## config.mk

```make
export PLATFORM = sky130hd
export DESIGN_NAME = dsp_pwm_out
export DESIGN_NICKNAME = d
export VERILOG_FILES = /design/src/logic/dsp_pkg.sv /design/src/logic/dsp_pwm_out.sv
export SDC_FILE = /design/constraint.sdc
export NUM_CORES = 1
export LEC_CHECK = 0
export BUFFER_PORTS_ARGS = -buffer_cell sky130_fd_sc_hd__buf_2
export CAP_MARGIN = 20
export CORE_AREA = 2 2 116 118
export DETAILED_ROUTE_END_ITERATION = 16
export DIE_AREA = 0 0 118 120
export MAX_ROUTING_LAYER = met4
export PLACE_DENSITY = 0.74
export SLEW_MARGIN = 15
export SYNTH_ARGS = -nofsm -noshare
export SYNTH_HDL_FRONTEND = slang
export SYNTH_SLANG_ARGS = --single-unit
```

## constraint.sdc

```tcl
create_clock -name clk_sys -period 7.95 [get_ports clk_sys]
set_input_delay 1.1925 -clock clk_sys [delete_from_list [all_inputs] [get_ports clk_sys]]
set_output_delay 1.1925 -clock clk_sys [all_outputs]
set_load 0.005 [all_outputs]
```

## src/logic/dsp_pkg.sv

```systemverilog
`default_nettype none
package dsp_pkg;
  // ****************************************************************
  // Register map
  // ****************************************************************
  localparam logic [7:0] ADR_CTRL_A  = 8'h24;
  localparam logic [7:0] ADR_CTRL_B  = 8'h25;
  localparam logic [7:0] ADR_COUNT   = 8'h26;
  localparam logic [7:0] ADR_MATCH_A = 8'h27;
  localparam logic [7:0] ADR_MATCH_B = 8'h28;
  localparam logic [7:0] ADR_FLAGS   = 8'h29;
  localparam logic [7:0] RST_REG     = 8'h00;
  // ****************************************************************
  // Field positions
  // ****************************************************************
  localparam int OUTA_LSB  = 6;
  localparam int OUTB_LSB  = 4;
  localparam int WLO_LSB   = 0;
  localparam int FORCE_A   = 7;
  localparam int FORCE_B   = 6;
  localparam int WHI_BIT   = 3;
  localparam int CS_LSB    = 0;
  localparam int FLG_WRAP  = 0;
  localparam int FLG_MA    = 1;
  localparam int FLG_MB    = 2;
  // ****************************************************************
  // Counter values and modes
  // ****************************************************************
  localparam logic [7:0] CNT_MAX    = 8'hff;
  localparam logic [7:0] CNT_BOTTOM = 8'h00;
  localparam logic [2:0] MODE_PC_FF = 3'h1;
  localparam logic [2:0] MODE_CTC   = 3'h2;
  localparam logic [2:0] MODE_FP_FF = 3'h3;
  localparam logic [2:0] MODE_PC_A  = 3'h5;
  localparam logic [2:0] MODE_FP_A  = 3'h7;
  // ****************************************************************
  // Prescaler: divide by 1, 8, 64, 256 or 1024
  // ****************************************************************
  localparam int PRE_W = 10;
endpackage
`default_nettype wire

```

## src/logic/dsp_pwm_out.sv

```systemverilog
// Summary of operation
// - Modes 1 and 5 count up BOTTOM to TOP, then down to BOTTOM.
// - Dual-slope TOP is 0xFF in mode 1, compare A in mode 5.
// - Non-inverting clears on up match, sets on down match; inverse.
// - Counter reverses at TOP and holds TOP for one tick.
// - Dual-slope sets the wrap flag on each arrival at BOTTOM.
// - Compare A at BOTTOM gives steady low, at MAX steady high.
// - Leaving MAX, output takes up-match level at period start.
// - A missed up-count match is made good without a match.
// - One clock; the prescaled tick only enables counter and compare-match updates.
// - Nonzero output mode overrides the pin, except PWM code 01 without toggle; software sets direction.
// - Non-PWM codes: 00 off, 01 toggle, 10 clear, 11 set on match.
// - Fast PWM: 01 toggle if high bit, 10/11 clear/set, BOTTOM opposite.
// - Fast PWM with compare at TOP ignores match, acts at BOTTOM only.
// - Dual-slope: 10 clear up, set down; 11 reverse; 01 toggle if high.
// - Dual-slope with compare at TOP ignores match, acts at TOP only.
// - Toggle-on-match in PWM modes exists for output A only.
// - Dual-slope period is 510 ticks in mode 1, twice compare A in mode 5; prescale 1, 8, 64, 256, 1024.
// - Control A: A mode 7:6, B mode 5:4, zeros 3:2, low mode 1:0.
// - New output mode takes effect at next match, or on force.
// - Mode high bit sits in control B, joined with control A bits.
//
// Design decision made here: the strobed register port.
`timescale 1ns/100ps
`default_nettype none
module dsp_pwm_out (
  // Clock and reset
  input  wire logic       clk_sys,
  input  wire logic       sys_rst,
  // Register port
  input  wire logic [7:0] reg_addr,
  input  wire logic [7:0] reg_wdata,
  input  wire logic       reg_wr,
  input  wire logic       reg_rd,
  output logic      [7:0] reg_rdata,
  // Waveform pins
  output logic            wave_out_a,
  output logic            wave_out_b,
  output logic            wave_ovr_a,
  output logic            wave_ovr_b
);
  // ****************************************************************
  // State
  // ****************************************************************
  typedef struct packed {
    logic [1:0][1:0]            code;
    logic [1:0]                 wlo;
    logic                       whi;
    logic [2:0]                 cs;
    logic [7:0]                 cnt;
    logic                       down;
    logic [1:0][7:0]            bufv;
    logic [1:0][7:0]            actv;
    logic [1:0][1:0]            acm;
    logic [1:0]                 wv;
    logic [1:0]                 ovr;
    logic [2:0]                 flg;
    logic                       from_max;
    logic [dsp_pkg::PRE_W-1:0]  pre;
    logic [7:0]                 rdat;
  } dsp_state_t;

  dsp_state_t s_r;
  dsp_state_t s_nxt;
  logic       tick;
  logic [2:0] mode;
  logic       dual;
  logic       fast;
  logic       pwm;
  logic [7:0] top;
  logic       at_bot;
  logic       at_top;

  // ****************************************************************
  // Helpers
  // ****************************************************************
  function automatic logic apply(input logic cur, input logic [1:0] c,
                                 input logic tog);
    case (c)
      2'b01:   apply = tog ? ~cur : cur;
      2'b10:   apply = 1'b0;
      2'b11:   apply = 1'b1;
      default: apply = cur;
    endcase
  endfunction

  function automatic logic [1:0] inv(input logic [1:0] c);
    inv = c[1] ? {1'b1, ~c[0]} : c;
  endfunction

  // Free-running divider taps; stopped for select 0 and codes above 5.
  function automatic logic tick_of(input logic [2:0] cs,
                                   input logic [dsp_pkg::PRE_W-1:0] p);
    case (cs)
      3'h1:    tick_of = 1'b1;
      3'h2:    tick_of = &p[2:0];
      3'h3:    tick_of = &p[5:0];
      3'h4:    tick_of = &p[7:0];
      3'h5:    tick_of = &p[9:0];
      default: tick_of = 1'b0;
    endcase
  endfunction

  // ****************************************************************
  // Next state
  // ****************************************************************
  always_comb
  begin
    s_nxt = s_r;
    s_nxt.pre = s_r.pre + 1'b1;
    tick = tick_of(s_r.cs, s_r.pre);
    mode = {s_r.whi, s_r.wlo};
    dual = (mode == dsp_pkg::MODE_PC_FF) || (mode == dsp_pkg::MODE_PC_A);
    fast = (mode == dsp_pkg::MODE_FP_FF) || (mode == dsp_pkg::MODE_FP_A);
    pwm = dual || fast;
    top = ((mode == dsp_pkg::MODE_PC_A) || (mode == dsp_pkg::MODE_FP_A) ||
           (mode == dsp_pkg::MODE_CTC)) ? s_r.actv[0] : dsp_pkg::CNT_MAX;
    if (tick)
    begin
      if (dual)
      begin
        if (!s_r.down)
        begin
          if (s_r.cnt >= top)
          begin
            s_nxt.down = 1'b1;
            s_nxt.cnt = s_r.cnt - 1'b1;
          end
          else
            s_nxt.cnt = s_r.cnt + 1'b1;
        end
        else if (s_r.cnt == dsp_pkg::CNT_BOTTOM)
        begin
          s_nxt.down = 1'b0;
          s_nxt.cnt = s_r.cnt + 1'b1;
        end
        else
          s_nxt.cnt = s_r.cnt - 1'b1;
      end
      else
      begin
        s_nxt.down = 1'b0;
        s_nxt.cnt = (s_r.cnt == top) ? dsp_pkg::CNT_BOTTOM : s_r.cnt + 1'b1;
      end
    end
    at_bot = tick && s_nxt.cnt == dsp_pkg::CNT_BOTTOM;
    at_top = tick && !s_r.down && s_nxt.cnt == top;
    // Wrap flag; a set in the same cycle as a clear wins.
    if (reg_wr && reg_addr == dsp_pkg::ADR_FLAGS)
      s_nxt.flg = s_r.flg & ~reg_wdata[2:0];
    if ((dual && at_bot && s_r.down) || (fast && at_top) ||
        (!pwm && tick && s_r.cnt == dsp_pkg::CNT_MAX))
      s_nxt.flg[dsp_pkg::FLG_WRAP] = 1'b1;
    // Buffered compare values: TOP in modes 1, 3, 5; BOTTOM in mode 7.
    if ((dual && at_top) || (mode == dsp_pkg::MODE_FP_FF && at_top) ||
        (mode == dsp_pkg::MODE_FP_A && at_bot))
    begin
      s_nxt.actv = s_r.bufv;
      if (dual && s_r.actv[0] == dsp_pkg::CNT_MAX &&
          s_r.bufv[0] != dsp_pkg::CNT_MAX)
        s_nxt.from_max = 1'b1;
    end
    for (int i = 0; i < 2; i++)
    begin
      logic [7:0] ocr;
      logic [1:0] cc;
      logic       tog;
      logic       m;
      logic       frc;
      logic [1:0] eff;
      ocr = s_r.actv[i];
      cc = s_r.code[i];
      tog = (i == 0) && s_r.whi;
      m = tick && s_nxt.cnt == ocr;
      frc = reg_wr && reg_addr == dsp_pkg::ADR_CTRL_B && !pwm &&
            reg_wdata[(i == 0) ? dsp_pkg::FORCE_A : dsp_pkg::FORCE_B];
      eff = cc;
      if (m)
        s_nxt.flg[dsp_pkg::FLG_MA + i] = 1'b1;
      if (!pwm)
      begin
        if (m || frc)
        begin
          s_nxt.acm[i] = cc;
          s_nxt.wv[i] = apply(s_r.wv[i], cc, 1'b1);
        end
      end
      else if (fast)
      begin
        if (m && !(ocr == top && cc[1]))
        begin
          s_nxt.acm[i] = cc;
          s_nxt.wv[i] = apply(s_r.wv[i], cc, tog);
        end
        if (at_bot)
          s_nxt.wv[i] = apply(s_nxt.wv[i], inv(s_r.acm[i]), 1'b0);
      end
      else
      begin
        if (m && !(ocr == top && cc[1]))
        begin
          s_nxt.acm[i] = cc;
          if (s_r.down && ocr != dsp_pkg::CNT_BOTTOM)
            eff = inv(cc);
          s_nxt.wv[i] = apply(s_r.wv[i], eff, tog);
        end
        else if (tick && !s_r.down && s_nxt.cnt > ocr && s_r.acm[i][1])
          s_nxt.wv[i] = apply(s_r.wv[i], s_r.acm[i], 1'b0);
        if (at_top && ocr == top && s_r.acm[i][1])
          s_nxt.wv[i] = apply(s_r.wv[i], inv(s_r.acm[i]), 1'b0);
        if (at_bot && s_r.down && s_r.from_max && s_r.acm[i][1])
          s_nxt.wv[i] = apply(s_r.wv[i], s_r.acm[i], 1'b0);
      end
      s_nxt.ovr[i] = (cc != 2'b00) && !(pwm && cc == 2'b01 && !tog);
    end
    if (dual && at_bot && s_r.down)
      s_nxt.from_max = 1'b0;
    // Register writes; a count write beats the tick in the same cycle.
    if (reg_wr)
    begin
      if (reg_addr == dsp_pkg::ADR_CTRL_A)
      begin
        s_nxt.code[0] = reg_wdata[dsp_pkg::OUTA_LSB +: 2];
        s_nxt.code[1] = reg_wdata[dsp_pkg::OUTB_LSB +: 2];
        s_nxt.wlo = reg_wdata[dsp_pkg::WLO_LSB +: 2];
      end
      else if (reg_addr == dsp_pkg::ADR_CTRL_B)
      begin
        s_nxt.whi = reg_wdata[dsp_pkg::WHI_BIT];
        s_nxt.cs = reg_wdata[dsp_pkg::CS_LSB +: 3];
      end
      else if (reg_addr == dsp_pkg::ADR_COUNT)
        s_nxt.cnt = reg_wdata;
      else if (reg_addr == dsp_pkg::ADR_MATCH_A ||
               reg_addr == dsp_pkg::ADR_MATCH_B)
      begin
        s_nxt.bufv[reg_addr[3]] = reg_wdata;
        if (!pwm)
          s_nxt.actv[reg_addr[3]] = reg_wdata;
      end
    end
    // Read data stands in the cycle after the strobe only.
    s_nxt.rdat = 8'h00;
    if (reg_rd)
    begin
      if (reg_addr == dsp_pkg::ADR_CTRL_A)
        s_nxt.rdat = {s_r.code[0], s_r.code[1], 2'b00, s_r.wlo};
      else if (reg_addr == dsp_pkg::ADR_CTRL_B)
        s_nxt.rdat = {4'h0, s_r.whi, s_r.cs};
      else if (reg_addr == dsp_pkg::ADR_COUNT)
        s_nxt.rdat = s_r.cnt;
      else if (reg_addr == dsp_pkg::ADR_MATCH_A)
        s_nxt.rdat = s_r.bufv[0];
      else if (reg_addr == dsp_pkg::ADR_MATCH_B)
        s_nxt.rdat = s_r.bufv[1];
      else if (reg_addr == dsp_pkg::ADR_FLAGS)
        s_nxt.rdat = {5'h00, s_r.flg};
    end
  end

  // ****************************************************************
  // Registers and outputs
  // ****************************************************************
  always_ff @(posedge clk_sys or posedge sys_rst)
  begin
    if (sys_rst)
      s_r <= '0;
    else
      s_r <= s_nxt;
  end

  assign reg_rdata  = s_r.rdat;
  assign wave_out_a = s_r.wv[0];
  assign wave_out_b = s_r.wv[1];
  assign wave_ovr_a = s_r.ovr[0];
  assign wave_ovr_b = s_r.ovr[1];

  // ****************************************************************
  // Assertions
  // ****************************************************************
  property p_up_count;
    @(posedge clk_sys) disable iff (sys_rst)
    (tick && dual && !s_r.down && s_r.cnt < top && !reg_wr)
      |=> s_r.cnt == $past(s_r.cnt) + 8'h01;
  endproperty
  a_up_count: assert property (p_up_count)
    else $error("dual-slope counter did not count up");
  property p_top_val;
    @(posedge clk_sys) disable iff (sys_rst)
    (tick && dual && !s_r.down && !reg_wr &&
     s_r.cnt == (mode == dsp_pkg::MODE_PC_A ? s_r.actv[0] : dsp_pkg::CNT_MAX))
      |=> s_r.down;
  endproperty
  a_top_val: assert property (p_top_val)
    else $error("counter did not turn at the TOP of its mode");
  property p_reverse;
    @(posedge clk_sys) disable iff (sys_rst)
    (tick && dual && !s_r.down && s_r.cnt == top && top != 8'h00 && !reg_wr)
      |=> s_r.down && s_r.cnt == $past(top) - 8'h01;
  endproperty
  a_reverse: assert property (p_reverse)
    else $error("counter did not turn at TOP");
  property p_wrap;
    @(posedge clk_sys) disable iff (sys_rst)
    (tick && dual && s_r.down && s_r.cnt == 8'h01 && !reg_wr)
      |=> s_r.flg[dsp_pkg::FLG_WRAP] ##1 s_r.flg[dsp_pkg::FLG_WRAP];
  endproperty
  a_wrap: assert property (p_wrap)
    else $error("wrap flag not set at BOTTOM");
  property p_gate;
    @(posedge clk_sys) disable iff (sys_rst)
    (!tick && !reg_wr) |=> $stable(s_r.cnt);
  endproperty
  a_gate: assert property (p_gate)
    else $error("counter moved without a tick");

  property p_nonpwm_clr;
    @(posedge clk_sys) disable iff (sys_rst)
    (!pwm && tick && s_r.code[0] == 2'b10 && s_nxt.cnt == s_r.actv[0])
      |=> !wave_out_a;
  endproperty
  a_nonpwm_clr: assert property (p_nonpwm_clr)
    else $error("clear on match failed");

  property p_pc_up;
    @(posedge clk_sys) disable iff (sys_rst)
    (dual && tick && !s_r.down && s_r.code[0] == 2'b10 &&
     s_nxt.cnt == s_r.actv[0] && s_r.actv[0] != top) |=> !wave_out_a;
  endproperty
  a_pc_up: assert property (p_pc_up)
    else $error("up-count match did not clear output");

  property p_reload;
    @(posedge clk_sys) disable iff (sys_rst)
    (dual && at_top && !reg_wr) |=> s_r.actv[0] == $past(s_r.bufv[0]);
  endproperty
  a_reload: assert property (p_reload)
    else $error("compare copy not loaded at TOP");

  property p_force;
    @(posedge clk_sys) disable iff (sys_rst)
    (!pwm && reg_wr && reg_addr == dsp_pkg::ADR_CTRL_B &&
     reg_wdata[dsp_pkg::FORCE_A] && s_r.code[0] == 2'b11) |=> wave_out_a;
  endproperty
  a_force: assert property (p_force)
    else $error("force strobe did not set output");

  property p_rsvd;
    @(posedge clk_sys) disable iff (sys_rst)
    (reg_rd && reg_addr == dsp_pkg::ADR_CTRL_A) |=> reg_rdata[3:2] == 2'b00;
  endproperty
  a_rsvd: assert property (p_rsvd)
    else $error("reserved bits read nonzero");

  property p_c_turn;
    @(posedge clk_sys) disable iff (sys_rst) dual && at_top;
  endproperty
  c_turn: cover property (p_c_turn);

  property p_c_fast;
    @(posedge clk_sys) disable iff (sys_rst) fast && at_bot;
  endproperty
  c_fast: cover property (p_c_fast);

  property p_c_from_max;
    @(posedge clk_sys) disable iff (sys_rst) s_r.from_max && at_bot;
  endproperty
  c_from_max: cover property (p_c_from_max);
endmodule
`default_nettype wire

```

Yosys cells after proc, flatten, opt, wreduce, memory -nomap -nowiden
Cells that the tools add are included.
{"block": "classes", "order_cmp": 5, "reduce_logical": 90, "addsub": 3, "bitwise": 11, "muxes": 88, "n_eq_ne": 52}
{"op": "8-bit 2-to-1 mux", "n": 15}
{"op": "16-bit 2-to-1 mux", "n": 7}
{"op": "8-bit by 6-bit equality test with 1-bit output, second input constant", "n": 6}
{"op": "8-bit equality test", "n": 6}
{"op": "1-bit logical AND", "n": 44}
{"op": "2-bit 2-to-1 mux", "n": 18}
{"op": "16-bit bitwise mux", "n": 2}
{"op": "2-bit equality test, second input constant", "n": 16}
{"op": "1-bit 2-to-1 mux", "n": 27}
{"op": "9-bit 2-to-1 mux", "n": 3}
{"op": "2-bit nonzero test", "n": 9}
{"op": "8-bit equality test, second input constant", "n": 2}
{"op": "8-bit > comparator", "n": 2}
{"op": "8-bit zero test", "n": 2}
{"op": "1-bit case mux with 2 select lines", "n": 8}
{"op": "8-bit nonzero test", "n": 2}
{"op": "5-bit AND reduction", "n": 3}
{"op": "3-bit by 2-bit equality test with 1-bit output, second input constant", "n": 4}
{"op": "3-bit equality test, second input constant", "n": 4}
{"op": "1-bit logical OR", "n": 12}
{"op": "6-bit by 2-bit != test with 1-bit output, second input constant", "n": 2}
{"op": "6-bit by 3-bit != test with 1-bit output, second input constant", "n": 2}
{"op": "1-bit case mux with 3 select lines", "n": 4}
{"op": "10-bit by 1-bit adder with 10-bit output, second input constant", "n": 1}
{"op": "other kinds (24)", "n": 48}
{"block": "totals", "ff_bits": 81, "output_inout_bits": 12, "elab_cells": 271, "input_bits": 20}

Depth between registers and ports, before layout
{"block": "depth", "ltp_word": 22, "depth_mapped": 25}

Worst setup path before layout
Ideal clock, no wire load.
{"block": "synth_timing", "path_type": "register -> register", "start": "reg s_r (netlist bit mode[2])", "end": "reg s_r (netlist bit wave_out_a)", "stages_incl_launch_ff": 24, "setup_ns": 0.125, "required_time_ns": 7.825, "t_arrival_ns": 4.839, "slack_ns": 2.986, "period_less_slack_ns": 4.964, "cell_sequence": "dfrtp_1 > clkbuf_8 > or3b_1 > a21oi_1 > inv_1 > ha_1 > nand2b_1 > a2111o_1 > a21o_2 > a32oi_2 > or3_1 > a21boi_4 > inv_1 > ha_1 > nand4_1 > nor2_1 > nand3_1 > a211oi_1 > a21oi_1 > and3_1 > o2bb2ai_1 > nor3_1 > o211ai_1 > mux2_2"}
{"block": "synth_via", "elab_chain_len": 17}
{"element": "start: declaration", "line": "dsp_pwm_out.sv:63", "rtl": "dsp_state_t s_r;"}
{"element": "start signal: assignment", "line": "dsp_pwm_out.sv:269", "rtl": "s_r <= s_nxt;"}
{"element": "parallel branches: the longest is 17 deep, another holds 8-bit >= comparator"}
Several ways; the timed one is not identified.
A chain may end at the register's enable or synchronous reset.

Worst setup path after layout
{"block": "layout_timing", "start": "reg s_r (netlist bit mode[0])", "end": "reg s_r (netlist bit wave_out_a)"}
Same word-level chain as after synthesis.

==> run_results.csv <==
group,metric,value,unit
outcome,status,"complete, no violations",
layout,area_delta_synth_final,6.66,%
timing,timing.final.crit_period,5940,ps
synth,ys_top_cells_by_area,"dfrtp_1 (32%), ha_1 (7.3%), nand2_1 (6.4%)",
clock_tree,cts_sinks,81,
drt,vias,5844,
worst_setup_path,critPathMaxFanout,15,
global_routing,overflow,0,
floorplan,io_pins,32,
global_routing,grtUsageTotal,0.282,
timing,finalSetupTns,0,ps
worst_setup_path,cp_cell_sequence,"nor3b_1, nor2_1, nor2_1, ha_1, a211oi_1, o21ai_0, nand2_2, and3_1, nor3_1, nor2_1, o21ai_0, ha_1, nand4_1, nor2_1, nand3_1, a211oi_1, a21oi_1, and3_1, o2bb2ai_1, nor3_1, o211ai_1, mux2_2",
layout,final_nets,811,
synth,yosysWarnings,0,
clock_tree,ctsHoldBuffers,0,
clock_tree,htree_levels,3,
timing,worst_pin_slew,1000,ps
worst_setup_path,reg2reg_slack,2010,ps
drt,wirelength,18.8,mm
synth,synth_top_family_by_area,"simple AND/OR/NAND/NOR gates",
synth,yosysSeqAreaShare,0.320,
timing,skew,11.4,ps
worst_setup_path,cp-end-kind,"flip-flop",
pwr,ir_drop,0.164,mV
synth,synthXorXnorAreaFrac,0.0304,
pwr,powerDensity,231,mW/mm2
drt,ant_nets,0,
layout,final_cell_mix,"nand2_1 (108), dfrtp_1 (81), nor2_1 (65)",
synth,yosys.area.top_type,"dfrtp_1",
clock_tree,clk_pin_slew,70,ps
worst_setup_path,critPathLaunchType,"flip-flop",
synth,async_flop_share,1.00,
clock_tree,cts_resized,0,
synth,synth_area_per_cell,8.48,um2
synth,synth_mux_area_frac,0.0741,
placement,port_buffers,31,
worst_setup_path,required,8200,ps
floorplan,dieArea,0.0142,mm2
layout,layout_commonest_cell,"nand2_1",
layout,drive_gt1_frac,0.138,
synth,synth.distinct_cells,89,
synth,synth_nets,804,
clock_tree,cts_tree,"yes",
clock_tree,clock_path_buffers,2,
worst_setup_path,critPathKind,"flip-flop to flip-flop",
timing,finalSetupViolCount,0,
drt,drt_pass1_iterations,8,
synth,synth-simple-area-share,0.260,
drt,drc_errors,0,
global_routing,grt_pass1_wl,30.0,mm
drt,dr_wl_met3,1.48,mm
placement,dpl.cell_count,919,
synth,synth_area,0.00633,mm2
timing,period_share,0.747,
floorplan,rows,42,
layout,fill_cells,1248,
timing,relSlewSlack,0.330,
floorplan,core_area,0.0130,mm2
synth,synth_edf_count,0,
floorplan,die_w,118,um
layout,layoutNonFillerInstCount,935,
clock_tree,clock_latency,370,ps
global_routing,grt_pass1_vias,5399,
synth,synthCells,747,
worst_setup_path,critPathSlowestCell,"dfrtp_1",
global_routing,grt_start_max_net_pins,56,
placement,place_congestion,1.05,
drt,vias_per_cell,6.25,
floorplan,initial_core_util,0.488,
worst_setup_path,path_common_cell,"nor2_1",
drt,route.met2.wl,8.28,mm
drt,top_layer,"met4",
drt,wl_per_cell,20.1,um
timing,max_freq,168,MHz
synth,synth_compound_area_frac,0.177,
pwr,leakage,3.11,nW
worst_setup_path,critPathArrivalTime,6190,ps
synth,ys_ff_latch,81,
timing,rsz0062_at_grt,"false",
worst_setup_path,max_stage_delay,630,ps
synth,synth_ff_type,"dfrtp_1",
synth,yosysTopAreaCellShare,0.320,
worst_hold_path,hold_path_class,"flip-flop to flip-flop",
global_routing,antenna_found_initial,0,
timing,maxSlewViolCount,0,
clock_tree,cts_buffers,9,
clock_tree,cts_setup_buffers,0,
layout,antenna_cells,0,
flow_run,maxCapViolCount,0,
synth,synth_fa_ha_area_frac,0.0731,
placement,hpwl,14.0,mm
drt,wl_met1,8.44,mm
floorplan,dieHeight,120,um
drt,first_iter_violations,689,
clock_tree,cts-root-buf,"clkbuf_16",
timing,hold_viol,0,
## synth_stat cells (3+ instances only)
master    instances
nor4_1            8
or3_1             8
a21oi_1          55
xor2_1           10
buf_2             4
mux2i_1          21
clkbuf_1         17
a21o_2            4
xnor2_1          12
nand3_1          16
and3_1           13
nor4bb_1          3
a31oi_1           3
a41oi_1           3
mux2_2           21
nor2b_1           6
nand2_1         108
a222oi_1          4
a21boi_0          6
a21o_1            4
nand4b_1          5
o211ai_1          4
clkbuf_8          5
and2_1            5
a22oi_1           7
dfrtp_1          81
nand4_1          26
nand2b_1         10
buf_4            12
o22ai_1           3
ha_1             37
or4_1             5
nor2_1           65
nor3_1           15
a211oi_1          3
inv_1            32
o21ai_0          42
## per-layer routing
metal	global-route usage	up-vias
met5	-	-
met4	0.116	0
met3	0.0589	54
met2	0.412	282
met1	0.381	2810
li1	-	2698
## final cells by class
class                           instances  area [um2]  share of cell area
Multi-Input combinational cell        592        3890               0.576
Sequential cell                        81        2030               0.300
Clock buffer                            9         225              0.0334
Tap cell                              176         220              0.0326
Timing Repair Buffer                   38         208              0.0308
Inverter                               32         121              0.0180
Clock inverter                          7        62.6             0.00926
## cell families (layout without fill, tap and decap cells)
kind of cell	count (synthesis)	in the layout
compound gates	169	169
xor+xnor	22	22
fa+ha+maj	37	37
buf+inv	74	86
flops	81	81
mux	43	43
simple gates	321	321
## worst max-delay path, delay by kind of cell (launching register included)
family | cells | cell delay (ps)
AND/OR/NAND/NOR | 12 | 2730
AO/OA/AOI/OAI | 7 | 1540
flip-flops | 1 | 630
adder cells (fa/ha/maj) | 2 | 630
multiplexers | 1 | 270
## registers in the layout, indices dropped and copies added (netlist names)
signal      cells
mode            3
s_r            66
wave_out_b      1
reg_rdata       8
wave_ovr_a      1
wave_out_a      1
wave_ovr_b      1
## worst paths after layout
check                         from    endpoint  cells past startpoint
min reg2reg                s_r[17]     s_r[17]                      1
min                        s_r[17]     s_r[17]                      1
max in group asynchronous  sys_rst     s_r[18]                      3
max reg2reg                mode[0]  wave_out_a                     22
max                        mode[0]  wave_out_a                     22
min in group asynchronous  sys_rst     s_r[39]                      2
## metrics by stage
| step | power [mW] | hold slack (ps) | setup WS [ps] | cell area (um2) | utilization |
|---|---|---|---|---|---|
| final | 1.56 | 469 | 2010 | 6750 | 0.520 |
| after global routing | 1.64 | 484 | 1550 | 6750 | 0.520 |
| after CTS | 1.55 | 474 | 2160 | 6750 | 0.520 |
| after detailed placement | 1.13 | 463 | 2220 | 6460 | 0.498 |
| after global placement | 1.14 | 455 | 2340 | 6460 | 0.498 |
| after floorplan | 0.965 | 436 | 2990 | 6330 | - |
## power breakdown
part	leakage (nW)	switching, mW	internal [mW]
Combinational	1.99	0.315	0.234
Sequential	0.983	0.138	0.460
Clock	0.132	0.193	0.217
Power figures use the tool's default switching activity.
